[config.mk]
export PLATFORM = sky130hd
export DESIGN_NAME = cgsl_top
export DESIGN_NICKNAME = d
export VERILOG_FILES = /design/src/hw/cgsl_pkg.sv /design/src/hw/cgsl_top.sv /design/src/hw/cgsl_sync.sv /design/src/hw/cgsl_regfile.sv
export SDC_FILE = /design/constraint.sdc
export NUM_CORES = 1
export LEC_CHECK = 0
export BUFFER_PORTS_ARGS = -buffer_cell sky130_fd_sc_hd__buf_4
export CAP_MARGIN = 20
export CORE_ASPECT_RATIO = 1.4
export CORE_MARGIN = 2
export CORE_UTILIZATION = 40
export DETAILED_ROUTE_END_ITERATION = 6
export REMOVE_ABC_BUFFERS = 1
export SLEW_MARGIN = 15
export SYNTH_ARGS = -nofsm -noshare
export SYNTH_HDL_FRONTEND = slang
export SYNTH_HIERARCHICAL = 1
export SYNTH_SLANG_ARGS = --single-unit
[constraint.sdc]
create_clock -name sys_clk -period 2.7 [get_ports sys_clk]
set_clock_uncertainty 0.1 [all_clocks]
set_input_delay 0.54 -clock sys_clk [delete_from_list [all_inputs] [get_ports sys_clk]]
set_output_delay 0.54 -clock sys_clk [all_outputs]
set_load 0.01 [all_outputs]
[src/hw/cgsl_pkg.sv]
// constants, types and helpers of the strap latch and management slave
// assumes one 125 MHz system clock; controls come on plain ports and over the management serial slave
package cgsl_pkg;

	// management serial slave address, upper seven bits of the byte
	localparam logic [6:0] SLV_ADDR  = 7'h69;
	localparam logic [3:0] BYTE_LAST = 4'h8;
	localparam logic [2:0] RD_LAST   = 3'h7;

	// register file geometry
	localparam int         NREG      = 10;
	localparam int         REG_W     = NREG * 8;
	localparam logic [7:0] BLK_COUNT = 8'h0a;
	localparam logic [6:0] IDX_LIMIT = 7'h0a;

	// register indices
	localparam int         IDX_CTRL0 = 0;
	localparam int         IDX_OE_A  = 2;
	localparam int         IDX_OE_B  = 3;
	localparam int         IDX_OE_C  = 4;
	localparam int         IDX_REQ   = 5;
	localparam int         IDX_STOP  = 6;
	localparam int         IDX_ID    = 7;
	localparam int         IDX_TEST  = 9;
	localparam logic [6:0] IDX_ID_7  = 7'h07;

	// field positions
	localparam int         REQ_EN    = 7;
	localparam int         REQ_SEL   = 6;
	localparam int         SRC_STP   = 0;
	localparam int         TM_SEL    = 4;
	localparam int         TM_ENTRY  = 3;

	// identification byte; value is arbitrary
	localparam logic [7:0] ID_BYTE   = 8'h5a;

	// power-up contents, byte 0 in the low lane
	localparam logic [REG_W-1:0] REG_DEFAULT = {
		8'h25, 8'h00, ID_BYTE, 8'h00, 8'h00,
		8'hff, 8'hff, 8'hff, 8'h03, 8'h01};

	// cpu output frequencies in MHz
	localparam logic [8:0] MHZ_100 = 9'h064;
	localparam logic [8:0] MHZ_133 = 9'h085;
	localparam logic [8:0] MHZ_166 = 9'h0a6;
	localparam logic [8:0] MHZ_200 = 9'h0c8;
	localparam logic [8:0] MHZ_266 = 9'h10a;
	localparam logic [8:0] MHZ_333 = 9'h14d;
	localparam logic [8:0] MHZ_400 = 9'h190;

	typedef enum logic [3:0] {
		BUS_IDLE    = 4'h0,
		BUS_ADDR    = 4'h1,
		BUS_ADDR_AK = 4'h3,
		BUS_CMD     = 4'h2,
		BUS_CMD_AK  = 4'h6,
		BUS_CNT     = 4'h7,
		BUS_CNT_AK  = 4'h5,
		BUS_WR      = 4'h4,
		BUS_WR_AK   = 4'hc,
		BUS_RD      = 4'hd,
		BUS_RD_AK   = 4'hf
	} cgsl_bus_e;

	typedef enum logic [1:0] {
		STRAP_WAIT = 2'h0,
		STRAP_HELD = 2'h1,
		STRAP_TEST = 2'h3
	} cgsl_strap_e;

	// pick one byte out of the flat register image
	function automatic logic [7:0] cgsl_byte(input logic [REG_W-1:0] v,
		input int k);
		return v[k*8 +: 8];
	endfunction

	// {c,b,a} select code to cpu frequency
	function automatic logic [8:0] cgsl_cpu_mhz(input logic [2:0] fs);
		logic [8:0] m;
		m = MHZ_200;
		case (fs)
		3'h0: m = MHZ_266;
		3'h1: m = MHZ_133;
		3'h2: m = MHZ_200;
		3'h3: m = MHZ_166;
		3'h4: m = MHZ_333;
		3'h5: m = MHZ_100;
		3'h6: m = MHZ_400;
		default: m = MHZ_200;
		endcase
		return m;
	endfunction

endpackage

[src/hw/cgsl_top.sv]
// strap latch, pin reinterpretation and management serial slave
// assumes pins are asynchronous to sys_clk and sda is open drain
`timescale 1ns/10ps
module cgsl_top
	import cgsl_pkg::*;
(
	input  wire logic        sys_clk,
	input  wire logic        nrst,
	input  wire logic        power_good_strobe_pd_n,
	input  wire logic        freq_sel_a,
	input  wire logic        freq_sel_b,
	input  wire logic        freq_sel_c,
	input  wire logic        freq_sel_c_high,
	input  wire logic        serial_ref5_enable_strap,
	input  wire logic        debug_port_clock_strap,
	input  wire logic        cpu_clock_stop_n,
	input  wire logic        pci_clock_stop_n,
	input  wire logic        oe_request_n,
	input  wire logic        mgmt_serial_clock,
	input  wire logic        mgmt_serial_data_i,
	output logic             mgmt_serial_data_o,
	output logic             mgmt_serial_data_oe,
	output logic             straps_latched,
	output logic [8:0]       cpu_freq_mhz,
	output logic             power_down,
	output logic             test_mode,
	output logic             test_ref_drive,
	output logic             serial_ref5_mode,
	output logic             third_cpu_mode,
	output logic             cpu_clocks_run,
	output logic             pci_clocks_run,
	output logic             src_clocks_run,
	output logic             pci0_clock_role,
	output logic             src0_req_run,
	output logic             src2_req_run,
	output logic [23:0]      out_enable
);
	import cgsl_pkg::*;

	typedef struct packed {
		cgsl_strap_e strap;
		logic [2:0]  fs;
		logic        src5;
		logic        itp;
		cgsl_bus_e   bus;
		logic [3:0]  bitcnt;
		logic [7:0]  sh;
		logic        rw;
		logic        blk;
		logic        first;
		logic        acked;
		logic [6:0]  idx;
		logic        sda_oe;
		logic        scl_d;
		logic        sda_d;
		logic [8:0]  mhz;
		logic        pd;
		logic        tm;
		logic        tref;
		logic        cpu_run;
		logic        pci_run;
		logic        src_run;
		logic        pci0_role;
		logic        src0_run;
		logic        src2_run;
		logic [23:0] oe;
	} cgsl_top_s;

	cgsl_top_s r_r;
	cgsl_top_s r_nxt;

	logic             s_pg;
	logic             s_fsa;
	logic             s_fsb;
	logic             s_fsc;
	logic             s_fsch;
	logic             s_src5;
	logic             s_itp;
	logic             s_cstp_n;
	logic             s_pstp_n;
	logic             s_req_n;
	logic             s_scl;
	logic             s_sda;
	logic             wr_en;
	logic [6:0]       wr_idx;
	logic [7:0]       wr_data;
	logic [7:0]       rd_data;
	logic [REG_W-1:0] regs;
	logic             scl_rise;
	logic             scl_fall;
	logic             bus_start;
	logic             bus_stop;

	// every pin passes the three-stage filter before use
	cgsl_sync #(
		.W   (12),
		.RST (12'hf80)
	) u_sync (
		.sys_clk (sys_clk),
		.nrst    (nrst),
		.din     ({mgmt_serial_data_i, mgmt_serial_clock, oe_request_n,
		            pci_clock_stop_n, cpu_clock_stop_n,
		            debug_port_clock_strap, serial_ref5_enable_strap,
		            freq_sel_c_high, freq_sel_c, freq_sel_b, freq_sel_a,
		            power_good_strobe_pd_n}),
		.dout    ({s_sda, s_scl, s_req_n, s_pstp_n, s_cstp_n, s_itp,
		            s_src5, s_fsch, s_fsc, s_fsb, s_fsa, s_pg})
	);

	cgsl_regfile u_regs (
		.sys_clk (sys_clk),
		.nrst    (nrst),
		.wr_en   (wr_en),
		.wr_idx  (wr_idx),
		.wr_data (wr_data),
		.rd_idx  (r_r.idx),
		.rd_data (rd_data),
		.regs    (regs)
	);

	// bus events; start and stop need scl high across two samples
	assign scl_rise  = s_scl & ~r_r.scl_d;
	assign scl_fall  = ~s_scl & r_r.scl_d;
	assign bus_start = s_scl & r_r.scl_d & r_r.sda_d & ~s_sda;
	assign bus_stop  = s_scl & r_r.scl_d & ~r_r.sda_d & s_sda;

	always_comb begin
		logic [7:0] rdb;
		logic [7:0] b_req;
		logic [7:0] b_tst;
		logic [7:0] b_stp;
		logic       pstop;
		logic       cstop;
		rdb     = 8'h00;
		b_req   = cgsl_byte(regs, IDX_REQ);
		b_tst   = cgsl_byte(regs, IDX_TEST);
		b_stp   = cgsl_byte(regs, IDX_STOP);
		pstop   = 1'b0;
		cstop   = 1'b0;
		r_nxt   = r_r;
		wr_en   = 1'b0;
		wr_idx  = r_r.idx;
		wr_data = r_r.sh;

		r_nxt.scl_d = s_scl;
		r_nxt.sda_d = s_sda;

		// strap latch: one capture, then only test mode follows the pins
		case (r_r.strap)
		STRAP_WAIT: begin
			if (s_pg) begin
				r_nxt.fs   = {s_fsc, s_fsb, s_fsa};
				r_nxt.src5 = s_src5;
				r_nxt.itp  = s_itp;
				r_nxt.strap = s_fsch ? STRAP_TEST : STRAP_HELD;
			end
		end
		STRAP_HELD: begin
			r_nxt.strap = STRAP_HELD;
		end
		STRAP_TEST: begin
			r_nxt.fs = {s_fsc, s_fsb, s_fsa};
		end
		default: r_nxt.strap = STRAP_WAIT;
		endcase

		// byte served next: block reads lead with the count
		if (r_r.blk && r_r.first) begin
			rdb = BLK_COUNT;
		end else if (r_r.idx == 7'h00) begin
			rdb = {r_r.fs, rd_data[4:0]};
		end else begin
			rdb = rd_data;
		end

		// management slave; stop and start win over any byte in flight
		if (bus_stop) begin
			r_nxt.bus    = BUS_IDLE;
			r_nxt.sda_oe = 1'b0;
		end else if (bus_start) begin
			r_nxt.bus    = BUS_ADDR;
			r_nxt.bitcnt = 4'h0;
			r_nxt.sda_oe = 1'b0;
		end else begin
			case (r_r.bus)
			BUS_ADDR, BUS_CMD, BUS_CNT, BUS_WR: begin
				if (scl_rise) begin
					r_nxt.sh     = {r_r.sh[6:0], s_sda};
					r_nxt.bitcnt = r_r.bitcnt + 4'h1;
				end else if (scl_fall && r_r.bitcnt == BYTE_LAST) begin
					r_nxt.bitcnt = 4'h0;
					r_nxt.sda_oe = 1'b1;
					case (r_r.bus)
					BUS_ADDR: begin
						if (r_r.sh[7:1] == SLV_ADDR) begin
							r_nxt.rw  = r_r.sh[0];
							r_nxt.bus = BUS_ADDR_AK;
						end else begin
							r_nxt.sda_oe = 1'b0;
							r_nxt.bus    = BUS_IDLE;
						end
					end
					BUS_CMD: begin
						r_nxt.blk   = ~r_r.sh[7];
						r_nxt.idx   = r_r.sh[7] ? r_r.sh[6:0] : 7'h00;
						r_nxt.first = 1'b1;
						r_nxt.bus   = BUS_CMD_AK;
					end
					BUS_CNT: begin
						r_nxt.bus = BUS_CNT_AK;
					end
					default: begin
						wr_en     = 1'b1;
						r_nxt.idx = r_r.idx + 7'h01;
						r_nxt.bus = BUS_WR_AK;
					end
					endcase
				end
			end
			BUS_ADDR_AK, BUS_CMD_AK, BUS_CNT_AK, BUS_WR_AK: begin
				if (scl_fall) begin
					r_nxt.sda_oe = 1'b0;
					case (r_r.bus)
					BUS_ADDR_AK: begin
						if (r_r.rw) begin
							r_nxt.sh     = rdb;
							r_nxt.sda_oe = ~rdb[7];
							r_nxt.bus    = BUS_RD;
							if (r_r.blk && r_r.first) begin
								r_nxt.first = 1'b0;
							end else begin
								r_nxt.idx = r_r.idx + 7'h01;
							end
						end else begin
							r_nxt.bus = BUS_CMD;
						end
					end
					BUS_CMD_AK: begin
						r_nxt.bus = r_r.blk ? BUS_CNT : BUS_WR;
					end
					BUS_CNT_AK: begin
						r_nxt.bus = BUS_WR;
					end
					default: begin
						// single-byte write takes one byte only
						r_nxt.bus = r_r.blk ? BUS_WR : BUS_IDLE;
					end
					endcase
				end
			end
			BUS_RD: begin
				if (scl_fall) begin
					if (r_r.bitcnt[2:0] == RD_LAST) begin
						r_nxt.bitcnt = 4'h0;
						r_nxt.sda_oe = 1'b0;
						r_nxt.bus    = BUS_RD_AK;
					end else begin
						r_nxt.bitcnt = r_r.bitcnt + 4'h1;
						r_nxt.sh     = {r_r.sh[6:0], 1'b0};
						r_nxt.sda_oe = ~r_r.sh[6];
					end
				end
			end
			BUS_RD_AK: begin
				if (scl_rise) begin
					r_nxt.acked = ~s_sda;
				end else if (scl_fall) begin
					if (r_r.acked && r_r.blk) begin
						r_nxt.sh     = rdb;
						r_nxt.sda_oe = ~rdb[7];
						r_nxt.bus    = BUS_RD;
						r_nxt.idx    = r_r.idx + 7'h01;
					end else begin
						r_nxt.bus = BUS_IDLE;
					end
				end
			end
			default: r_nxt.bus = BUS_IDLE;
			endcase
		end

		// stop controls follow the latched straps; pin roles follow the request register
		r_nxt.mhz  = cgsl_cpu_mhz(r_r.fs);
		r_nxt.pd   = (r_r.strap != STRAP_WAIT) & ~s_pg;
		r_nxt.tm   = (r_r.strap == STRAP_TEST) | b_tst[TM_ENTRY];
		r_nxt.tref = (r_r.strap == STRAP_TEST) ? s_fsb : b_tst[TM_SEL];
		// stop inputs exist only when the shared pins are not ref5
		cstop = ~r_r.src5 & ~s_cstp_n;
		pstop = ~r_r.src5 & ~s_pstp_n;
		r_nxt.cpu_run = ~cstop & ~r_nxt.pd;
		r_nxt.pci_run = ~pstop & ~r_nxt.pd;
		r_nxt.src_run = ~r_nxt.pd &
			~(pstop & b_stp[SRC_STP]);
		// request input is active low and gates only its mapped output
		r_nxt.pci0_role = ~b_req[REQ_EN];
		r_nxt.src0_run  = ~(b_req[REQ_EN] & ~b_req[REQ_SEL] & s_req_n);
		r_nxt.src2_run  = ~(b_req[REQ_EN] & b_req[REQ_SEL] & s_req_n);
		r_nxt.oe = {cgsl_byte(regs, IDX_OE_C), cgsl_byte(regs, IDX_OE_B),
			cgsl_byte(regs, IDX_OE_A)};
	end

	always_ff @(posedge sys_clk) begin
		if (!nrst) begin
			// filtered bus pins idle high, so no false edge follows reset
			r_r       <= '0;
			r_r.scl_d <= 1'b1;
			r_r.sda_d <= 1'b1;
		end else begin
			r_r <= r_nxt;
		end
	end

	// open drain: data is always low, enable pulls the line
	assign mgmt_serial_data_o  = 1'b0;
	assign mgmt_serial_data_oe = r_r.sda_oe;
	assign straps_latched      = r_r.strap[0]; // held and test share bit 0
	assign cpu_freq_mhz        = r_r.mhz;
	assign power_down          = r_r.pd;
	assign test_mode           = r_r.tm;
	assign test_ref_drive      = r_r.tref;
	assign serial_ref5_mode    = r_r.src5;
	assign third_cpu_mode      = r_r.itp;
	assign cpu_clocks_run      = r_r.cpu_run;
	assign pci_clocks_run      = r_r.pci_run;
	assign src_clocks_run      = r_r.src_run;
	assign pci0_clock_role     = r_r.pci0_role;
	assign src0_req_run        = r_r.src0_run;
	assign src2_req_run        = r_r.src2_run;
	assign out_enable          = r_r.oe;
endmodule

[src/hw/cgsl_sync.sv]
// three-stage input synchroniser with agreement filter
// assumes asynchronous pins; output moves once stages two and three agree
`timescale 1ns/10ps
module cgsl_sync #(
	parameter int            W   = 1,
	parameter logic [W-1:0]  RST = '0
) (
	input  wire logic         sys_clk,
	input  wire logic         nrst,
	input  wire logic [W-1:0] din,
	output logic      [W-1:0] dout
);
	typedef struct packed {
		logic [W-1:0] s1;
		logic [W-1:0] s2;
		logic [W-1:0] s3;
		logic [W-1:0] q;
	} cgsl_sync_s;

	cgsl_sync_s r_r;
	cgsl_sync_s r_nxt;

	// only stage two and three feed the filter, never stage one
	always_comb begin
		r_nxt    = r_r;
		r_nxt.s1 = din;
		r_nxt.s2 = r_r.s1;
		r_nxt.s3 = r_r.s2;
		r_nxt.q  = (r_r.s2 & r_r.s3) | (r_r.q & (r_r.s2 ^ r_r.s3));
	end

	always_ff @(posedge sys_clk) begin
		if (!nrst) begin
			r_r <= {RST, RST, RST, RST};
		end else begin
			r_r <= r_nxt;
		end
	end

	assign dout = r_r.q;
endmodule

[src/hw/cgsl_regfile.sv]
// byte register file behind the management serial slave
// assumes writes come from the slave engine, one byte per cycle at most
`timescale 1ns/10ps
module cgsl_regfile
	import cgsl_pkg::*;
(
	input  wire logic              sys_clk,
	input  wire logic              nrst,
	input  wire logic              wr_en,
	input  wire logic [6:0]        wr_idx,
	input  wire logic [7:0]        wr_data,
	input  wire logic [6:0]        rd_idx,
	output logic      [7:0]        rd_data,
	output logic      [REG_W-1:0]  regs
);
	typedef struct packed {
		logic [NREG-1:0][7:0] mem;
	} cgsl_rf_s;

	cgsl_rf_s r_r;
	cgsl_rf_s r_nxt;

	// identification byte is read only; out of range writes are dropped
	always_comb begin
		r_nxt = r_r;
		if (wr_en && wr_idx < IDX_LIMIT && wr_idx != IDX_ID_7) begin
			r_nxt.mem[wr_idx[3:0]] = wr_data;
		end
	end

	// only the global reset restores defaults; power-down keeps contents
	always_ff @(posedge sys_clk) begin
		if (!nrst) begin
			r_r <= REG_DEFAULT;
		end else begin
			r_r <= r_nxt;
		end
	end

	assign rd_data = (rd_idx < IDX_LIMIT) ? r_r.mem[rd_idx[3:0]] : 8'h00;
	assign regs    = r_r;
endmodule

==> After elaboration in Yosys (flattened, before gate mapping) <==
Cells that the tools add are included.
{ "totals": {"register_bits": 207, "latch_bits": 0, "mem_bits_rw": 0, "rom_bits": 0, "in_bits": 14, "out_inout_bits": 47, "n_memories": 0} }
{ "op_classes": {"add_sub_neg": 2, "n_mul": 0, "div_mod_pow": 0, "n_lt_le_gt_ge": 3, "n_eq_ne": 46, "n_shift": 0, "muxes": 73, "bitwise": 47, "reduce_logical": 34} }
{ "ops": {"columns": ["op", "count"], "rows": [
  ["8-bit 2-to-1 mux", 22],
  ["80-bit bitwise mux", 1],
  ["9-bit case mux with 6 select lines", 1],
  ["4-bit 2-to-1 mux", 9],
  ["8-bit binary-select mux with 4-bit select", 1],
  ["8-bit demux with 4-bit select", 1],
  ["2-bit != test, second input constant", 16],
  ["8-bit case mux with 4 select lines", 1],
  ["12-bit AND", 2],
  ["1-bit NOT", 24],
  ["4-bit case mux with 3 select lines", 2],
  ["7-bit 2-to-1 mux", 3],
  ["3-bit != test, second input constant", 7],
  ["7-bit case mux with 3 select lines", 1],
  ["7-bit AND reduction", 3],
  ["1-bit AND", 18],
  ["1-bit 2-to-1 mux", 18],
  ["4-bit by 3-bit == test with 1-bit output, second input constant", 4],
  ["4-bit == test, second input constant", 4],
  ["16-bit 2-to-1 mux", 1],
  ["4-bit case mux with 4 select lines", 1],
  ["7-bit case mux with 2 select lines", 1],
  ["13-bit AND reduction", 1],
  ["3-bit == test, second input constant", 4],
  ["42 further kinds", 59]
]} }

==> Depth between registers and ports, before layout <==
{ "logic_depth": {"depth_word": 10, "ltp_mapped": 11} }

==> Hierarchy <==
The synthesis kept the hierarchy.
{ "by_module_without_submodules": {"columns": ["module", "n_inst", "cells_each", "area_each_um2"], "rows": [
  ["cgsl_top", 1, 497, 4199.0],
  ["cgsl_regfile", 1, 401, 3798.6],
  ["cgsl_sync", 1, 137, 1600.3]
]} }

==> Worst setup path after synthesis <==
OpenSTA, ideal clock, no wires.
{ "synth_timing": {"path_kind": "register to register", "startpoint": "register u_sync.r_r, in the netlist u_sync/dout[10]", "endpoint": "register u_regs.r_r, in the netlist u_regs/regs[0]", "setup_time_ps": 72, "t_arrival_ps": 2371, "required_ps": 2528, "path_slack_ps": 157, "path_stages_with_launch": 11, "n_path_buf": 4, "synth_period_minus_slack_ps": 2543, "cell_sequence": "dfxtp_1 -> buf_4 -> buf_6 -> nand2b_4 -> buf_6 -> nor2_1 -> and3_1 -> or4b_4 -> buf_6 -> nor4_4 -> mux2i_1"} }
{ "synth_via": {"elab_chain_cells": 10} }
{ "synth_lines": {"columns": ["item", "line_no", "text"], "rows": [
  ["start, declared", "cgsl_sync.sv:20", "cgsl_sync_s r_r;"],
  ["start signal, assigned", "cgsl_sync.sv:34", "r_r <= {RST, RST, RST, RST};"],
  ["start signal, assigned", "cgsl_sync.sv:36", "r_r <= r_nxt;"],
  ["1-bit NOT", "cgsl_top.sv:123", "assign scl_fall = ~s_scl & r_r.scl_d;"],
  ["1-bit AND", "cgsl_top.sv:123", null],
  ["1-bit logical AND", "cgsl_top.sv:190", "end else if (scl_fall && r_r.bitcnt == BYTE_LAST) begin"],
  ["1-bit 2-to-1 mux", "cgsl_top.sv:190", null],
  ["1-bit 2-to-1 mux", "cgsl_top.sv:187", "if (scl_rise) begin"],
  ["1-bit 2-to-1 mux", "cgsl_top.sv:185", "case (r_r.bus)"],
  ["1-bit 2-to-1 mux", "cgsl_top.sv:180", "end else if (bus_start) begin"],
  ["1-bit 2-to-1 mux *", "cgsl_top.sv:177", "if (bus_stop) begin"],
  ["named net wr_en", "cgsl_top.sv:84", "logic wr_en;"],
  ["1-bit logical AND * (2 in a row)", "cgsl_regfile.sv:26", "if (wr_en && wr_idx < IDX_LIMIT && wr_idx != IDX_ID_7) begin"],
  ["end signal, assigned", "cgsl_regfile.sv:36", "r_r <= r_nxt;"],
  ["end, declared", "cgsl_regfile.sv:20", "cgsl_rf_s r_r;"]
]} }
Mark *: on every way through the listed nets, which the timed path passes. The rest lies on a longest branch.
A chain may end at the register's enable or synchronous reset.

==> Final worst setup path <==
{ "layout_timing": {"startpoint": "register r_r[64] (netlist name)", "endpoint": "register u_regs.r_r, in the netlist u_regs/regs[0]"} }
{ "layout_via": {"elab_chain_cells": 9} }
{ "layout_lines": {"columns": ["item", "line_no", "text"], "rows": [
  ["start, declared", "cgsl_top.sv:69", "cgsl_top_s r_r;"],
  ["start signal, assigned", "cgsl_top.sv:309", "r_r <= r_nxt;"],
  ["4-bit == test", "cgsl_top.sv:190", null],
  ["1-bit logical AND", "cgsl_top.sv:190", null],
  ["1-bit 2-to-1 mux", "cgsl_top.sv:190", null],
  ["1-bit 2-to-1 mux", "cgsl_top.sv:187", null],
  ["1-bit 2-to-1 mux", "cgsl_top.sv:185", null],
  ["1-bit 2-to-1 mux", "cgsl_top.sv:180", null],
  ["1-bit 2-to-1 mux", "cgsl_top.sv:177", null],
  ["named net wr_en", "cgsl_top.sv:84", null],
  ["1-bit logical AND (2 in a row)", "cgsl_regfile.sv:26", null]
]} }
The timed path passes the listed nets, and every way through them passes these cells.

==> impl_metrics.ini <==
[run_status]
run_status = finished, final reports clean

[clock_network]
cts_tree = done
numCtsBuffers = 21
clockBufferDepth = 3
worstSkewPairLatency_ps = 500
cts-root-buf = clkbuf_16
h-tree-depth = 1
clock_sinks = 207
clk_pin_slew_ps = 60

[grt]
antenna_found_initial = 0
grt_pass1_wl_mm = 39.6
grt_max_degree = 97
grt_pass1_vias = 7413
overflow = 0
grt_util_all_layers = 0.193

[setup_path]
crit_type = flip-flop to flip-flop
required_ps = 3030
r2r_slack_ps = 180
crit_path_max_incr_delay_ps = 600
path_max_fanout = 12
cp.buffers_inverters = 2
cp_top_family = simple AND/OR/NAND/NOR gates
critical_path_arrival_ps = 2850
cp-end-kind = flip-flop
crit_path_start_kind = flip-flop
critical_path.cell_chain = inv_1 > ha_1 > nand3b_1 > nor2_1 > and3_1 > or4b_4 > nor4_4 > buf_4 > mux2i_1
slowest_stage = or4b_4

[drt]
ant_nets = 0
vias = 7551
wl_mm = 24.4
first_pass_iters = 5
avgViaCountPerCell = 5.49
wire_per_inst_um = 17.7
drcViolationCount = 0
dr.first_iter.drc_count = 689

[timing]
rsz0062_at_grt = false
period_share = 0.934
finalWorstSetupSlack_ps = 178
fin_crit_ps = 2520
tightestPinTransition_ps = 687
max_slew_margin = 0.542
finalSetupViolations = 0
hold_violations = 0
max_freq_mhz = 397
slew_violations = 0

[die]
die_x_um = 135
pin_count = 61
fp.dieArea_sq_um = 25300
core_sq_um = 23700
num_rows = 67
die_h_um = 187
initial_core_util = 0.405

[yosys]
synth_seq_area_share = 0.432
ys_top_cells_by_area = dfxtp_1 (43%), mux2i_1 (6.5%), buf_4 (3.9%)
ys_warn_count = 6
synth_area_sq_um = 9600
synth_area_per_cell_sq_um = 9.27
synth_top_area_frac = 0.432
synth.largest_area_cell = dfxtp_1
synth-seq-cells = 207
synthTopCellsByCount = dfxtp_1 (207), nand2_1 (92), nor2_1 (67)
ys.flop_type = dfxtp_1
ys_types = 82
synth_edf_count = 0
yosysMostFrequentCell = dfxtp_1
synth_cells = 1035
async_flop_share = 0

[layout]
fin_area_sq_um = 10800
syn2layout_area_growth_pct = 12.8
layout-drive-gt1-share = 0.168
antenna_cells = 0
fin_nets = 1085

[power]
power.leakage_uw = 0.00429
vdd_drop_max_mv = 0.618
pwr_density_cell_nw_per_um2 = 594

[placed_design]
postPlaceCellArea_sq_um = 10200
gp_congestion = 0.898
dpl.hpwl_mm = 16.7
dp_worst_setup_slack_ps = 167
buffer_ports.inserted = 59

[flow_run]
cap_violations = 0

[hold_path]
worst_hold_path_type = input port to flip-flop
## sequential cells by signal, indices dropped and copies added (netlist names), 7 cells and up
signal,count
out_enable,24
cpu_freq_mhz,9
u_regs/regs,80
u_sync/r_nxt,24
r_r,18
u_sync/dout,12
wr_data,8
u_sync/r_r,12
wr_idx,7
## path summary, 6_finish.rpt
| kind | start | end | cells past startpoint |
|---|---|---|---|
| setup reg to reg | r_r[64] | u_regs/regs[0] | 9 |
| hold / removal | pci_clock_stop_n | u_sync/r_nxt[32] | 2 |
| setup / recovery | r_r[64] | u_regs/regs[0] | 9 |
| hold reg to reg | u_sync/r_nxt[32] | u_sync/r_nxt[20] | 1 |
## kinds of logic (layout without fill, tap and decap cells)
logic type,count (synthesis),in the layout,share of synthesized area
and+or+nand+nor,385,385,0.217
DFF,207,207,0.432
AOI/OAI and AO/OA,186,186,0.131
buffers and inverters,140,171,0.0800
muxes,87,87,0.103
adders and majority gates,17,17,0.0222
xor gates and xnor gates,12,12,0.0139
other,1,1,0.000391
## per-stage QoR
step	std cells	total power (uW)	setup TNS (ps)	utilization	hold WS (ps)
2_1_floorplan	918	3530	-106800	-	286
3_3_place_gp	1339	3800	0	0.429	289
3_5_place_dp	1339	3800	0	0.429	296
4_1_cts	1374	6500	0	0.455	107
5_1_grt	1376	6670	0	0.456	109
6_report	1376	6430	0	0.456	116
## metal layers
layer	routed length, um	track usage	vias up
met5	0	0	-
met4	851	0.0826	0
met3	1070	0.0247	55
met2	12400	0.334	209
met1	10100	0.239	3623
li1	-	-	3664
## what timing repair did
item,CTS,global route
hold buffers,0,0
hold endpoints to repair,0,0
setup buffers,0,2
resized for setup,0,2
setup endpoints to repair,0,8
## power breakdown
group	switching, uW	total [uW]	internal (uW)
registers	67.2	3200	3130
logic	317	541	224
clock network	1190	2690	1500
## layout by cell type (no fill, tap or decap), types with 3 or more instances in the layout
cell type	netlist	final
a211oi_1	10	10
a21oi_1	55	55
a221o_1	7	7
a221oi_1	4	4
a22oi_1	6	6
a311oi_1	5	5
a31oi_1	17	17
and2_1	53	53
and3_1	7	7
buf_12	0	3
buf_4	50	110
clkbuf_1	46	8
clkbuf_16	0	21
dfxtp_1	207	206
ha_1	17	17
inv_1	21	21
mux2_2	17	17
mux2i_1	62	62
mux4_2	8	8
nand2_1	92	92
nand2b_1	30	30
nand3_1	33	33
nand3b_1	11	11
nand4_1	22	22
nor2_1	67	67
nor2b_1	18	18
nor3_1	13	12
nor3b_1	4	4
nor4_1	7	7
o211a_1	3	3
o21ai_0	24	24
o311ai_0	3	3
o31ai_1	20	20
xnor2_1	5	5
xor2_1	5	5
## worst reg2reg max path, cell delays in order, from the launching register on
cell and delay, ps:
dfxtp_1 340, inv_1 70, ha_1 150, nand3b_1 110, nor2_1 160, and3_1 230, or4b_4 600, nor4_4 240
buf_4 250, mux2i_1 200
## layout make-up
class	instances	area, sq um
clock buffers	31	583
clock inverters	4	32.5
fillers	2258	12900
inverters	23	86.3
multi-input cells	688	4700
flip-flops and latches	207	4150
well taps	310	388
repair buffers	113	886
Note: power is estimated with default switching activity, not from simulation.
